## config.mk

```make
export PLATFORM = sky130hd
export DESIGN_NAME = pulse_period_width_capture
export DESIGN_NICKNAME = d
export VERILOG_FILES = /design/src/rtl/count_clock_divider.v /design/src/rtl/pulse_period_width_capture.v
export VERILOG_INCLUDE_DIRS = /design/src /design/src/rtl
export SDC_FILE = /design/constraint.sdc
export NUM_CORES = 1
export LEC_CHECK = 0
export BUFFER_PORTS_ARGS = -buffer_cell sky130_fd_sc_hd__buf_2
export CAP_MARGIN = 20
export CORE_MARGIN = 5
export CORE_UTILIZATION = 43
export CTS_CLUSTER_DIAMETER = 30
export DETAILED_ROUTE_END_ITERATION = 12
export PLACE_DENSITY = 0.79
export SYNTH_ARGS = -nofsm -noshare
export SYNTH_HDL_FRONTEND = slang
export SYNTH_SLANG_ARGS = --single-unit
export TNS_END_PERCENT = 10
```

## constraint.sdc

```tcl
create_clock -name clk -period 1.7 [get_ports clk]
set_input_delay 0.255 -clock clk [delete_from_list [all_inputs] [get_ports clk]]
set_output_delay 0.255 -clock clk [all_outputs]
set_load 0.1 [all_outputs]
```

## src/rtl/pulse_capture_consts.vh

```
`ifndef PULSE_CAPTURE_CONSTS_VH
`define PULSE_CAPTURE_CONSTS_VH
`define OFS_MODE 5'h00
`define OFS_TIMER 5'h04
`define OFS_START 5'h08
`define OFS_IRQ_STATUS 5'h0C
`define OFS_IRQ_MASK 5'h10
`define OFS_PRESCALE 5'h14
`define MODE_SEL0_BIT 0
`define MODE_SEL1_BIT 1
`define MODE_EDGE_BIT 2
`define MODE_WIDTH_BIT 3
`define MODE_OVF_BIT 5
`define MODE_CLK_LO_BIT 6
`define MODE_CLK_HI_BIT 7
`define MODE_RESET 8'h00
`define PRESCALE_RESET 8'h00
`define DIV_F2 3'd1
`define DIV_F16 3'd4
`define DIV_F64 3'd6
`define IRQ_CAPTURE_BIT 0
`define IRQ_OVF_BIT 1
`endif

```

## src/rtl/count_clock_divider.v

```verilog
`include "pulse_capture_consts.vh"
module count_clock_divider (
   input wire clk,
   input wire arst_n,
   input wire [1:0] clk_sel,
   output reg tick
);
   reg [5:0] div_q;
   reg [5:0] mask;
   always @* begin
      case (clk_sel)
         2'h0: mask = 6'h01;
         2'h1: mask = 6'h07;
         2'h2: mask = 6'h0F;
         default: mask = 6'h3F;
      endcase
   end
   always @(posedge clk or negedge arst_n) begin
      if (!arst_n) begin
         div_q <= 6'h00;
         tick <= 1'b0;
      end else begin
         div_q <= div_q + 6'h01;
         tick <= ((div_q & mask) == mask);
      end
   end
endmodule

```

## src/rtl/pulse_period_width_capture.v

```verilog
// Functional notes
// - Measure only when mode bits read 10
// - Mode bits 7:6 choose count clock
// - Counter advances only while start flag set
// - Bit 3 zero measures input period
// - Bit 2 picks falling or rising edges
// - Edge copies count, clears, restarts counting
// - Each capture but the first raises interrupt request bit
// - First capture after start raises nothing
// - Bit 3 one measures pulse width
// - Timer read returns captured reload value
// - Counter wrap to zero sets overflow
// - Mode write clears overflow flag unless a wrap comes in the same cycle
`include "pulse_capture_consts.vh"
module pulse_period_width_capture (
   input wire clk,
   input wire arst_n,
   input wire measure_input_pin,
   input wire [31:0] s_axi_awaddr,
   input wire s_axi_awvalid,
   output wire s_axi_awready,
   input wire [31:0] s_axi_wdata,
   input wire [3:0] s_axi_wstrb,
   input wire s_axi_wvalid,
   output wire s_axi_wready,
   output reg [1:0] s_axi_bresp,
   output reg s_axi_bvalid,
   input wire s_axi_bready,
   input wire [31:0] s_axi_araddr,
   input wire s_axi_arvalid,
   output wire s_axi_arready,
   output reg [31:0] s_axi_rdata,
   output reg [1:0] s_axi_rresp,
   output reg s_axi_rvalid,
   input wire s_axi_rready,
   output wire irq
);
   reg [7:0] mode_q;
   reg start_q;
   reg [15:0] count_q;
   reg [15:0] reload_q;
   reg first_q;
   reg [1:0] status_q;
   reg [1:0] mask_q;
   reg sync1_q;
   reg sync2_q;
   reg prev_q;
   reg [4:0] aw_addr_q;
   reg aw_have_q;
   reg [31:0] w_data_q;
   reg [3:0] w_strb_q;
   reg w_have_q;
   wire tick;
   wire measuring;
   wire rise;
   wire fall;
   wire edge_hit;
   wire capture;
   wire wrap;
   wire do_write;
   wire mode_wr;
   wire start_wr;
   wire stat_wr;
   wire mask_wr;
   reg [31:0] rd_val;
   reg rd_ok;

   count_clock_divider u_div (
      .clk(clk),
      .arst_n(arst_n),
      .clk_sel(mode_q[`MODE_CLK_HI_BIT:`MODE_CLK_LO_BIT]),
      .tick(tick)
   );

   // Pin is asynchronous to clk
   always @(posedge clk or negedge arst_n) begin
      if (!arst_n) begin
         sync1_q <= 1'b0;
         sync2_q <= 1'b0;
         prev_q <= 1'b0;
      end else begin
         sync1_q <= measure_input_pin;
         sync2_q <= sync1_q;
         prev_q <= sync2_q;
      end
   end

   assign rise = sync2_q & ~prev_q;
   assign fall = ~sync2_q & prev_q;
   assign measuring = ~mode_q[`MODE_SEL0_BIT] & mode_q[`MODE_SEL1_BIT];
   // Edge picked by bit 2 in period mode, either edge in width mode
   assign edge_hit = mode_q[`MODE_WIDTH_BIT] ? (rise | fall) :
                     (mode_q[`MODE_EDGE_BIT] ? rise : fall);
   // Edges are seen at clk rate, so short counts still resolve
   assign capture = measuring & start_q & edge_hit;
   assign wrap = measuring & start_q & tick & ~capture & (count_q == 16'hFFFF);

   always @(posedge clk or negedge arst_n) begin
      if (!arst_n) begin
         count_q <= 16'h0000;
         reload_q <= 16'h0000;
         first_q <= 1'b1;
      end else begin
         if (start_wr && !w_data_q[0]) begin
            first_q <= 1'b1;
         end else if (start_wr && w_data_q[0] && !start_q) begin
            first_q <= 1'b1;
         end else if (capture) begin
            first_q <= 1'b0;
         end
         if (capture) begin
            reload_q <= count_q;
            count_q <= 16'h0000;
         end else if (measuring && start_q && tick) begin
            count_q <= count_q + 16'h0001;
         end
      end
   end

   // AXI4-Lite write path: address and data in either order
   assign s_axi_awready = ~aw_have_q & ~s_axi_bvalid;
   assign s_axi_wready = ~w_have_q & ~s_axi_bvalid;
   assign do_write = aw_have_q & w_have_q & ~s_axi_bvalid;
   assign mode_wr = do_write & (aw_addr_q == `OFS_MODE) & w_strb_q[0];
   assign start_wr = do_write & (aw_addr_q == `OFS_START) & w_strb_q[0];
   assign stat_wr = do_write & (aw_addr_q == `OFS_IRQ_STATUS) & w_strb_q[0];
   assign mask_wr = do_write & (aw_addr_q == `OFS_IRQ_MASK) & w_strb_q[0];

   always @(posedge clk or negedge arst_n) begin
      if (!arst_n) begin
         aw_addr_q <= 5'h00;
         aw_have_q <= 1'b0;
         w_data_q <= 32'h0000_0000;
         w_strb_q <= 4'h0;
         w_have_q <= 1'b0;
         s_axi_bvalid <= 1'b0;
         s_axi_bresp <= 2'h0;
      end else begin
         if (s_axi_awvalid && s_axi_awready) begin
            aw_addr_q <= {s_axi_awaddr[4:2], 2'h0};
            aw_have_q <= 1'b1;
         end
         if (s_axi_wvalid && s_axi_wready) begin
            w_data_q <= s_axi_wdata;
            w_strb_q <= s_axi_wstrb;
            w_have_q <= 1'b1;
         end
         if (do_write) begin
            aw_have_q <= 1'b0;
            w_have_q <= 1'b0;
            s_axi_bvalid <= 1'b1;
            s_axi_bresp <= (aw_addr_q <= `OFS_IRQ_MASK) ? 2'h0 : 2'h2;
         end else if (s_axi_bvalid && s_axi_bready) begin
            s_axi_bvalid <= 1'b0;
         end
      end
   end

   always @(posedge clk or negedge arst_n) begin
      if (!arst_n) begin
         mode_q <= `MODE_RESET;
         start_q <= 1'b0;
         status_q <= 2'h0;
         mask_q <= 2'h0;
      end else begin
         if (mode_wr) begin
            mode_q[7:6] <= w_data_q[7:6];
            mode_q[4:0] <= w_data_q[4:0];
         end
         // Overflow set wins over the mode-write clear
         if (wrap) begin
            mode_q[`MODE_OVF_BIT] <= 1'b1;
         end else if (mode_wr) begin
            mode_q[`MODE_OVF_BIT] <= 1'b0;
         end
         if (start_wr) begin
            start_q <= w_data_q[0];
         end
         if (mask_wr) begin
            mask_q <= w_data_q[1:0];
         end
         status_q[`IRQ_CAPTURE_BIT] <= (capture & ~first_q) |
            (status_q[`IRQ_CAPTURE_BIT] & ~(stat_wr & w_data_q[`IRQ_CAPTURE_BIT]));
         status_q[`IRQ_OVF_BIT] <= wrap |
            (status_q[`IRQ_OVF_BIT] & ~(stat_wr & w_data_q[`IRQ_OVF_BIT]));
      end
   end

   assign irq = |(status_q & mask_q);

   // AXI4-Lite read path
   assign s_axi_arready = ~s_axi_rvalid;
   always @* begin
      rd_val = 32'h0000_0000;
      rd_ok = 1'b1;
      case ({s_axi_araddr[4:2], 2'h0})
         `OFS_MODE: rd_val = {24'h000000, mode_q};
         `OFS_TIMER: rd_val = {16'h0000, reload_q};
         `OFS_START: rd_val = {31'h00000000, start_q};
         `OFS_IRQ_STATUS: rd_val = {30'h00000000, status_q};
         `OFS_IRQ_MASK: rd_val = {30'h00000000, mask_q};
         default: rd_ok = 1'b0;
      endcase
      if (s_axi_araddr[31:5] != 27'h0000000) begin
         rd_ok = 1'b0;
         rd_val = 32'h0000_0000;
      end
   end

   always @(posedge clk or negedge arst_n) begin
      if (!arst_n) begin
         s_axi_rvalid <= 1'b0;
         s_axi_rdata <= 32'h0000_0000;
         s_axi_rresp <= 2'h0;
      end else begin
         if (s_axi_arvalid && s_axi_arready) begin
            s_axi_rvalid <= 1'b1;
            s_axi_rdata <= rd_val;
            s_axi_rresp <= rd_ok ? 2'h0 : 2'h2;
         end else if (s_axi_rvalid && s_axi_rready) begin
            s_axi_rvalid <= 1'b0;
         end
      end
   end
endmodule

```

==> results.toml, run 1 <==
[die]
die-width_um = 107.1
row_count = 35
pin_count = 150
die_h_um = 107.1
coreArea_um2 = 9196
die_area_um2 = 11460
start_util = 0.4405

[synthesis]
avgSynthCellArea_um2 = 10.44
synth-edff-count = 0
yosysSeqAreaShare = 0.5500
syn-cell-area_um2 = 4051
synth_compound_area_frac = 0.07968
synth-seq-cells = 89
ys_warn_count = 0
synth_top_family_by_area = "simple AND/OR/NAND/NOR gates"
synth_xor_area_frac = 0.03027
synthAdderAreaFrac = 0.01235
synthMuxAreaShare = 0.08338
synth_top_cell_by_area = "dfrtp_1"
synthFlopType = "dfrtp_1"
synth_cells = 388
synth-simple-area-share = 0.1868
ys_async_sr_fraction = 1.000
ys_top_cells_by_area = "dfrtp_1, nand2_1, mux2_2"
synth_top_area_frac = 0.5435
synth_cell_types = 49

[sta]
report.final.slew_viol_count = 0
tns_ps = -466.1
min_period_ps = 1841
setup_slack_ps = -140.8
min_period_over_period = 1.083
fin_skew_ps = 11.17
hold_viol = 0
fmax_mhz = 543.2
holdWs_ps = 68.92
rsz0062_at_grt = "true"
setup_viol = 6

[clock_tree]
clock_path_buffers = 2
cts_tree = "built"
cts_num_sinks = 89
ctsHtreeMaxLevel = 3
cts.clk_slew.worst_paths_ps = 100
ctsRootBufferMaster = "clkbuf_8"
cts-buffers-inserted = 9
clk-insertion-delay-late_ps = 360

[layout]
final_util = 0.5416
antenna_cells = 0
area.growth.synth_to_final_pct = 22.95
finalNetCount = 602
fin_area_um2 = 4981
post_route_cells_drive_above_1_share = 0.3394
final_cell_count_no_fill = 606
fill_cells = 762

[pwr]
p_total_mw = 5.883
seqPwrFrac = 0.477
clkPwrFrac = 0.227
p_switching_mw = 2.211
p_leak_nw = 2.451
vdd_drop_max_v = 0.0008240
switching_share = 0.3759
power_density_nw_per_um2 = 1181
internal_power_mw = 3.672
p_comb_frac = 0.296

[global_routing]
grt_pass1_vias = 3227
grt_pass1_wl_um = 14790
grt_max_degree = 34
grt_use_total = 0.1601
antenna_found_initial = 0
grt_overflow = 0

[setup_path]
cp.required_ps = 1990
start_kind = "register"
worst-path-max-fanout = 4
cp-end-kind = "register"
worst-setup-path-type = "reg -> reg"
worst_ep_arrival_time_ps = 2130

[routing]
drt-total-wl_um = 8865
post_drt_via_cell_ratio = 5.213
post_drt_wl_per_cell_um = 14.63
vias = 3159
dr.pass1.iters = 4
ant_nets = 0
first_iter_violations = 137
drc = 0

[placement]
place_ws_ps = -223.5
dp_hpwl_um = 6616
dp_cells = 586
io_buffers = 72
gp_congestion = 0.7807
dpl_cell_area_um2 = 4716

[run]
drv_cap = 0

[status]
outcome = "finished with violations"
violations = "setup timing"

[worst_hold_path]
hold_path.class = "in -> reg"
-- logic make-up (layout without fill, tap and decap cells) --
kind of cell               count (synthesis)  count (layout)
and+or+nand+nor                          161             161
DFF                                       89              89
AOI/OAI and AO/OA                         47              47
buffers and inverters                     41             131
muxes                                     31              31
xor gates and xnor gates                  14              14
adders and majority gates                  4               4
other                                      1              18
-- metal layers --
metal / share of wire / vias to the layer above / global-route usage
met2: 0.50 / 99 / 0.2811
met3: 0.062 / 11 / 0.04034
met4: 0.018 / 0 / 0.05205
met5: 0 / - / 0
met1: 0.42 / 1551 / 0.1915
li1: - / 1498 / -
-- critical path, cell delays in order (launching register included) --
cell and delay, ps:
dfrtp_1 390, inv_1 60, ha_2 160, mux2_4 270, o211a_4 260, or4b_4 560, o21ai_2 70
-- final timing paths --
| path | start | to | slack (ps) | cells past startpoint |
|---|---|---|---|---|
| min | s_axi_bready | s_axi_bvalid | 70 | 2 |
| min in group asynchronous | arst_n | sync1_q | 380 | 2 |
| max | sync2_q | mode_q[5] | -140 | 6 |
| max reg2reg | sync2_q | mode_q[5] | -140 | 6 |
| max in group asynchronous | arst_n | reload_q[11] | 740 | 3 |
| min reg2reg | sync1_q | sync2_q | 360 | 0 |
-- layout by cell type (no fill, tap or decap), drive strengths merged, types with 2 or more instances in the layout --
cell type | synthesis | routed
or4 | 3 | 3
nand4 | 5 | 5
and3b | 2 | 2
o21bai | 2 | 2
nand3 | 8 | 8
or3 | 4 | 4
xnor2 | 11 | 11
a211oi | 2 | 2
and3 | 3 | 3
and2 | 2 | 2
dlygate4sd3 | 0 | 2
clkbuf | 10 | 10
a21oi | 6 | 6
o21a | 2 | 2
mux2 | 22 | 22
mux2i | 9 | 9
inv | 10 | 13
xor2 | 3 | 3
ha | 4 | 4
and4b | 2 | 2
nor3 | 6 | 6
buf | 21 | 103
nor2 | 21 | 21
a22o | 2 | 2
clkinvlp | 0 | 2
nand2 | 87 | 87
dfrtp | 88 | 88
or4b | 2 | 2
conb | 1 | 18
nor4 | 11 | 11
o211ai | 2 | 2
o21ai | 24 | 24
-- cell type report --
class / instances / area [um2] / share of cell area
sequential: 89 / 2233 / 0.4484
multi-input combinational: 275 / 1719 / 0.3451
timing repair buffer: 105 / 674.4 / 0.1354
tap: 111 / 138.9 / 0.02788
clock buffer: 10 / 127.6 / 0.02562
clock inverter: 6 / 50.05 / 0.01005
inverter: 10 / 37.54 / 0.007536
-- cells in the mapped netlist, types with 2 or more instances --
| library cell | n |
|---|---|
| a211oi_1 | 2 |
| a21oi_1 | 6 |
| a22o_1 | 2 |
| and2_1 | 2 |
| and3_1 | 3 |
| and3b_1 | 2 |
| and4b_1 | 2 |
| buf_1 | 2 |
| buf_4 | 18 |
| clkbuf_1 | 10 |
| dfrtp_1 | 88 |
| ha_1 | 4 |
| inv_1 | 10 |
| mux2_2 | 22 |
| mux2i_1 | 9 |
| nand2_1 | 87 |
| nand3_1 | 8 |
| nand4_1 | 5 |
| nor2_1 | 21 |
| nor3_1 | 6 |
| nor4_1 | 11 |
| o211ai_1 | 2 |
| o21a_1 | 2 |
| o21ai_0 | 13 |
| o21ai_2 | 10 |
| o21bai_1 | 2 |
| or3_1 | 4 |
| or4_1 | 2 |
| xnor2_1 | 11 |
| xor2_1 | 3 |
-- power by group through the flow --
stage | clock network, mW | logic (mW) | registers (mW)
2_1_floorplan | 0 | 1.08 | 2.90
3_3_place_gp | 0 | 1.65 | 2.80
3_5_place_dp | 0 | 1.70 | 2.82
4_1_cts | 1.35 | 1.73 | 2.79
5_1_grt | 1.44 | 1.86 | 2.85
6_report | 1.33 | 1.74 | 2.81
-- state kept, by name, indices dropped and copies added (netlist names) --
| name | count |
|---|---|
| reload_q | 16 |
| mode_q | 8 |
| s_axi_rdata | 16 |
| sync1_q | 1 |
| u_div.div_q | 6 |
| count_q | 16 |
| aw_addr_q | 3 |
| w_data_q | 7 |
| first_q | 1 |
| u_div.tick | 1 |
| prev_q | 1 |
| s_axi_bresp | 1 |
| status_q | 2 |
| mask_q | 2 |
| sync2_q | 1 |
| s_axi_rresp | 1 |
| w_have_q | 1 |
| start_q | 1 |
| s_axi_bvalid | 1 |
| s_axi_rvalid | 1 |
| aw_have_q | 1 |
| w_strb_q | 1 |
-- repair_timing --
action,4_1_cts,5_1_grt
pin swaps,7,2
resized for setup,6,9
setup endpoints to repair,8,15
hold buffers,2,0
setup buffers,1,1
endpoints found under the hold margin,31,0
Power figures use the tool's default switching activity.
==> run 2: changes to the inputs <==
==> constraint.sdc (replaced) <==
create_clock -name clk -period 1.7 [get_ports clk]
set_input_delay 0.085 -clock clk [delete_from_list [all_inputs] [get_ports clk]]
set_output_delay 0.085 -clock clk [all_outputs]
set_load 0.1 [all_outputs]
==> run 2 against run 1 <==
  * The flow still finishes with violations (setup timing)
  * Count of clock-buffer cells in the layout is the same
  * Register-to-register slack improved by 20 ps
  * Worst setup slack improved by 23 ps
  * Critical path depth unchanged
  * Non-clock buffer count is 7 higher
  * Flip-flop and latch count stayed put
  * Largest cell class unchanged
  * Largest power group unchanged
==> results.toml, run 2 (synthesis results as in run 1) <==
[die]
die_area_um2 = 11460
coreArea_um2 = 9196
start_util = 0.4405
pin_count = 150
die_h_um = 107.1
row_count = 35
die-width_um = 107.1

[layout]
antenna_cells = 0
final_cell_count_no_fill = 613
final_cell_mix = "nand2_1, dfrtp_1, buf_2, buf_4, mux2_2"
finalNetCount = 609
area.growth.synth_to_final_pct = 24.55
fin_area_um2 = 5046
post_route_cells_drive_above_1_share = 0.3247
reg.largest.list = "count_q (16), reload_q (16), s_axi_rdata (16)"
layout_commonest_cell = "nand2_1"

[placement]
io_buffers = 72
dpl_cell_area_um2 = 4638
dp_hpwl_um = 6619
gp_congestion = 0.7882
dp_cells = 581
place_ws_ps = -163.1

[sta]
min_period_ps = 1818
holdWs_ps = 118.2
min_period_over_period = 1.069
setup_viol = 5
hold_viol = 0
fin_skew_ps = 8.915
rsz0062_at_grt = "true"
report.final.slew_viol_count = 0
tns_ps = -320.6
fmax_mhz = 550.1
setup_slack_ps = -118.0

[setup_path]
critical-path-slowest-cell = "or4b_4"
cp-end-kind = "register"
start_kind = "register"
worstPathCellList = "inv_2 -> ha_2 -> mux2_4 -> o211a_4 -> or4b_4 -> o21ai_2"
critPathMaxStageDelay_ps = 530
worst-path-max-fanout = 4
cp.required_ps = 2000
worst_ep_arrival_time_ps = 2120
worst-setup-path-type = "reg -> reg"
cp_top_family = "simple AND/OR/NAND/NOR gates"
critPathBufInv = 1

[global_routing]
grt_use_total = 0.1703
grt_pass1_wl_um = 15520
grt_max_degree = 63
grt_overflow = 0
antenna_found_initial = 0
grt_pass1_vias = 3259

[clock_tree]
cts.clk_slew.worst_paths_ps = 90
clk-insertion-delay-late_ps = 360
ctsRootBufferMaster = "clkbuf_8"
cts_num_sinks = 89
cts-buffers-inserted = 9
cts_tree = "built"
clock_path_buffers = 2
ctsHtreeMaxLevel = 3

[pwr]
p_leak_nw = 2.465
power_density_nw_per_um2 = 1179
vdd_drop_max_v = 0.0006389

[status]
violations = "setup timing"
outcome = "finished with violations"

[routing]
dr.pass1.iters = 4
post_drt_wl_per_cell_um = 14.97
drc = 0
vias = 3161
first_iter_violations = 142
ant_nets = 0
drt-total-wl_um = 9178
post_drt_via_cell_ratio = 5.157

[run]
drv_cap = 0

[worst_hold_path]
hold_path.class = "in -> reg"
==> run 2: cell count changes in the layout (fill, tap and decap cells not counted), sizes merged <==
cell and delta:
buf -8, clkbuf +1, clkinv +1, bufinv +1
inv -2, dlygate4sd3 +14
==> run 2: path summary, 6_finish.rpt <==
check | from | end | slack [ps] | cells past startpoint
min reg2reg | sync1_q | sync2_q | 430 | 0
max in group asynchronous | arst_n | s_axi_rvalid | 860 | 3
max reg2reg | sync2_q | mode_q[5] | -120 | 6
max | sync2_q | mode_q[5] | -120 | 6
min in group asynchronous | arst_n | sync1_q | 170 | 2
min | s_axi_araddr[3] | s_axi_rdata[0] | 120 | 4
==> run 2: final cells by class <==
class	instances	area, um2
Clock buffer	10	127.6
Clock inverter	6	67.56
Fill cell	742	4150
Inverter	10	37.54
Multi-Input combinational cell	275	1719
Sequential cell	89	2233
Tap cell	111	138.9
Timing Repair Buffer	112	721.9
==> run 2: worst register-to-register path, cell delays in order, from the launching register on <==
cell	delay, ps
dfrtp_1	400
inv_2	50
ha_2	160
mux2_4	280
o211a_4	270
or4b_4	530
o21ai_2	70
==> run 2: metrics by stage <==
| stage | power (mW) | util |
|---|---|---|
| 2_1_floorplan | 3.985 | - |
| 3_3_place_gp | 4.386 | 0.5044 |
| 3_5_place_dp | 4.468 | 0.5044 |
| 4_1_cts | 5.943 | 0.5453 |
| 5_1_grt | 6.222 | 0.5487 |
| 6_report | 5.948 | 0.5487 |
==> run 2: what timing repair did <==
action / in CTS / in global routing
resized for setup: 6 / 11
hold buffers: 16 / 0
setup buffers: 0 / 0
endpoints found under the hold margin: 42 / 0
endpoints found under the setup margin: 6 / 20
pin swaps: 5 / 1
gates cloned: 0 / 0
==> run 2: per-layer routing <==
layer  global-route usage  wire, um
met5                    0         0
met2               0.2815      4521
met3              0.03010       615
met4              0.08858       227
met1               0.2130      3814
==> run 2: report_power, final <==
part	internal (mW)	leakage [nW]	total [mW]	switching [mW]
clock	0.684	0.0929	1.44	0.759
combinational	0.624	1.20	1.71	1.09
sequential	2.46	1.17	2.80	0.339
==> run 3: changes to the inputs <==
--- a/config.mk
+++ b/config.mk
@@ -12,8 +12,7 @@
 export CORE_UTILIZATION = 43
 export CTS_CLUSTER_DIAMETER = 30
 export DETAILED_ROUTE_END_ITERATION = 12
-export PLACE_DENSITY = 0.79
+export PLACE_DENSITY = 0.76
 export SYNTH_ARGS = -nofsm -noshare
 export SYNTH_HDL_FRONTEND = slang
 export SYNTH_SLANG_ARGS = --single-unit
-export TNS_END_PERCENT = 10
==> constraint.sdc (replaced) <==
create_clock -name clk -period 1.9 [get_ports clk]
set_input_delay 0.095 -clock clk [delete_from_list [all_inputs] [get_ports clk]]
set_output_delay 0.095 -clock clk [all_outputs]
set_load 0.1 [all_outputs]
==> run 3 against run 2 <==
  * The run now ends clean
  * Power decreased by 11%
  * Critical path depth unchanged
  * Register-to-register slack better by 160 ps
  * Clock power is 8% lower
  * Final cell count down 1.6%
  * Critical endpoint unchanged
==> results.toml, run 3 (synthesis results as in run 1) <==
[status]
outcome = "completed"

[sta]
fmax_mhz = 537.4
report.final.slew_viol_count = 0
min_period_over_period = 0.9793
holdWs_ps = 162.7
min_period_ps = 1861
rsz0062_at_grt = "true"
setup_viol = 0
hold_viol = 0
fin_skew_ps = 14.22

[routing]
dr.pass1.iters = 4
wl_met3_um = 651
post_drt_wl_per_cell_um = 14.53
m1WireLength_um = 3714
ant_nets = 0
wl_met2_um = 4275
drt-total-wl_um = 8762
post_drt_via_cell_ratio = 5.141
highest_layer = "met4"
drc = 0
vias = 3100
first_iter_violations = 173

[worst_hold_path]
whs_path_depth = 4
min-delay-start = "s_axi_araddr[3]"
whs_endpoint = "s_axi_rdata[0]"
hold_path.class = "in -> reg"

[run]
drv_cap = 0

[setup_path]
start_kind = "register"
rr_endpoint = "mode_q[5]"
cp-end-kind = "register"
r2r_start = "sync2_q"
worstPathCellList = "inv_1 -> ha_2 -> mux2_4 -> o211a_4 -> or4b_4 -> o21ai_2"
critical-path-slowest-cell = "or4b_4"
cp.required_ps = 2190
worst-path-max-fanout = 3
ff2ff_setup_slack_ps = 40
worst-setup-path-type = "reg -> reg"
worst_r2r_path_depth = 6
critPathMaxStageDelay_ps = 570
worst_ep_arrival_time_ps = 2150

[die]
die_h_um = 107.1
row_count = 35
pin_count = 150
die-width_um = 107.1
die_area_um2 = 11460
start_util = 0.4405
coreArea_um2 = 9196

[pwr]
power_density_nw_per_um2 = 1059
vdd_drop_max_v = 0.0006471
p_comb_frac = 0.271
switching_share = 0.3670
seqPwrFrac = 0.478
p_switching_mw = 1.944
p_leak_nw = 2.434
clkPwrFrac = 0.251
internal_power_mw = 3.354

[layout]
final_cell_mix = "nand2_1, dfrtp_1, buf_2, mux2_2, nor2_1"
finalNetCount = 600
area.growth.synth_to_final_pct = 23.53
final_cell_count_no_fill = 603
reg.largest.list = "count_q (16), reload_q (16), s_axi_rdata (16)"
antenna_cells = 0
post_route_cells_drive_above_1_share = 0.3089
fill_cells = 768

[clock_tree]
ctsRootBufferMaster = "clkbuf_8"
clock_path_buffers = 2
cts-buffers-inserted = 9
cts.clk_slew.worst_paths_ps = 90
cts_num_sinks = 89
clk-insertion-delay-late_ps = 360
ctsHtreeMaxLevel = 3
cts_tree = "built"

[global_routing]
grt_pass1_wl_um = 14210
grt_max_degree = 55
antenna_found_initial = 0
grt_pass1_vias = 2990
grt_use_total = 0.1554
grt_overflow = 0

[placement]
gp_congestion = 0.7965
io_buffers = 72
dp_cells = 571
dp_hpwl_um = 6209
run 3: timing repair:
action	in CTS	in global routing
gates cloned	0	0
endpoints found under the setup margin	5	5
gates resized for setup	7	6
setup buffers	0	1
hold buffers	16	0
endpoints found under the hold margin	49	0
pin swaps	6	4
run 3: cell type report:
| type | instances | area, um2 | share of cell area |
|---|---|---|---|
| clock buffer | 10 | 137.6 | 0.02750 |
| tap | 111 | 138.9 | 0.02775 |
| clock inverter | 5 | 63.81 | 0.01275 |
| sequential | 89 | 2233 | 0.4462 |
| inverter | 10 | 37.54 | 0.007500 |
| timing repair buffer | 103 | 668.1 | 0.1335 |
| multi-input combinational | 275 | 1725 | 0.3447 |
run 3: how the worst max path moves through the flow:
stage | from | cells past startpoint | slack [ps] | to
floorplan | s_axi_bvalid | 4 | -100 | w_data_q[0]
global placement | sync2_q | 7 | 10 | count_q[12]
detailed placement | sync2_q | 8 | -20 | count_q[13]
CTS | sync2_q | 8 | 10 | count_q[13]
global route | count_q[1] | 6 | -20 | count_q[12]
finish | sync2_q | 6 | 40 | mode_q[5]
run 3: power groups by stage:
stage	registers [mW]	logic [mW]	clock network [mW]
final	2.53	1.43	1.33
after global routing	2.57	1.54	1.43
after CTS	2.53	1.43	1.35
after detailed placement	2.56	1.39	0
after global placement	2.53	1.34	0
after floorplan	2.60	0.967	0
run 3: per-stage QoR:
| stage | setup slack (ps) | power (mW) | TNS (ps) | utilization | area, um2 |
|---|---|---|---|---|---|
| global placement | 10.33 | 3.869 | 0 | 0.4976 | 4576 |
| detailed placement | -23.68 | 3.955 | -52.36 | 0.4976 | 4576 |
| finish | 39.31 | 5.298 | 0 | 0.5442 | 5005 |
| global route | -21.06 | 5.537 | -47.61 | 0.5442 | 5005 |
| floorplan | -99.13 | 3.565 | -793.0 | - | 4145 |
| CTS | 10.86 | 5.313 | 0 | 0.5405 | 4971 |
run 3: worst max-delay path, delay by kind of cell (launching register included):
family	cells	cell delay, ps
AND/OR/NAND/NOR	1	570
flip-flops	1	400
AO/OA/AOI/OAI	2	320
multiplexers	1	280
adder cells (fa/ha/maj)	1	160
buffers and inverters	1	60
run 3: per-layer routing:
metal  global-route usage  vias to the layer above
met5                    0                        -
met4              0.05205                        0
met3              0.04576                        9
met2               0.2645                      103
met1               0.1881                     1493
li1                     -                     1495
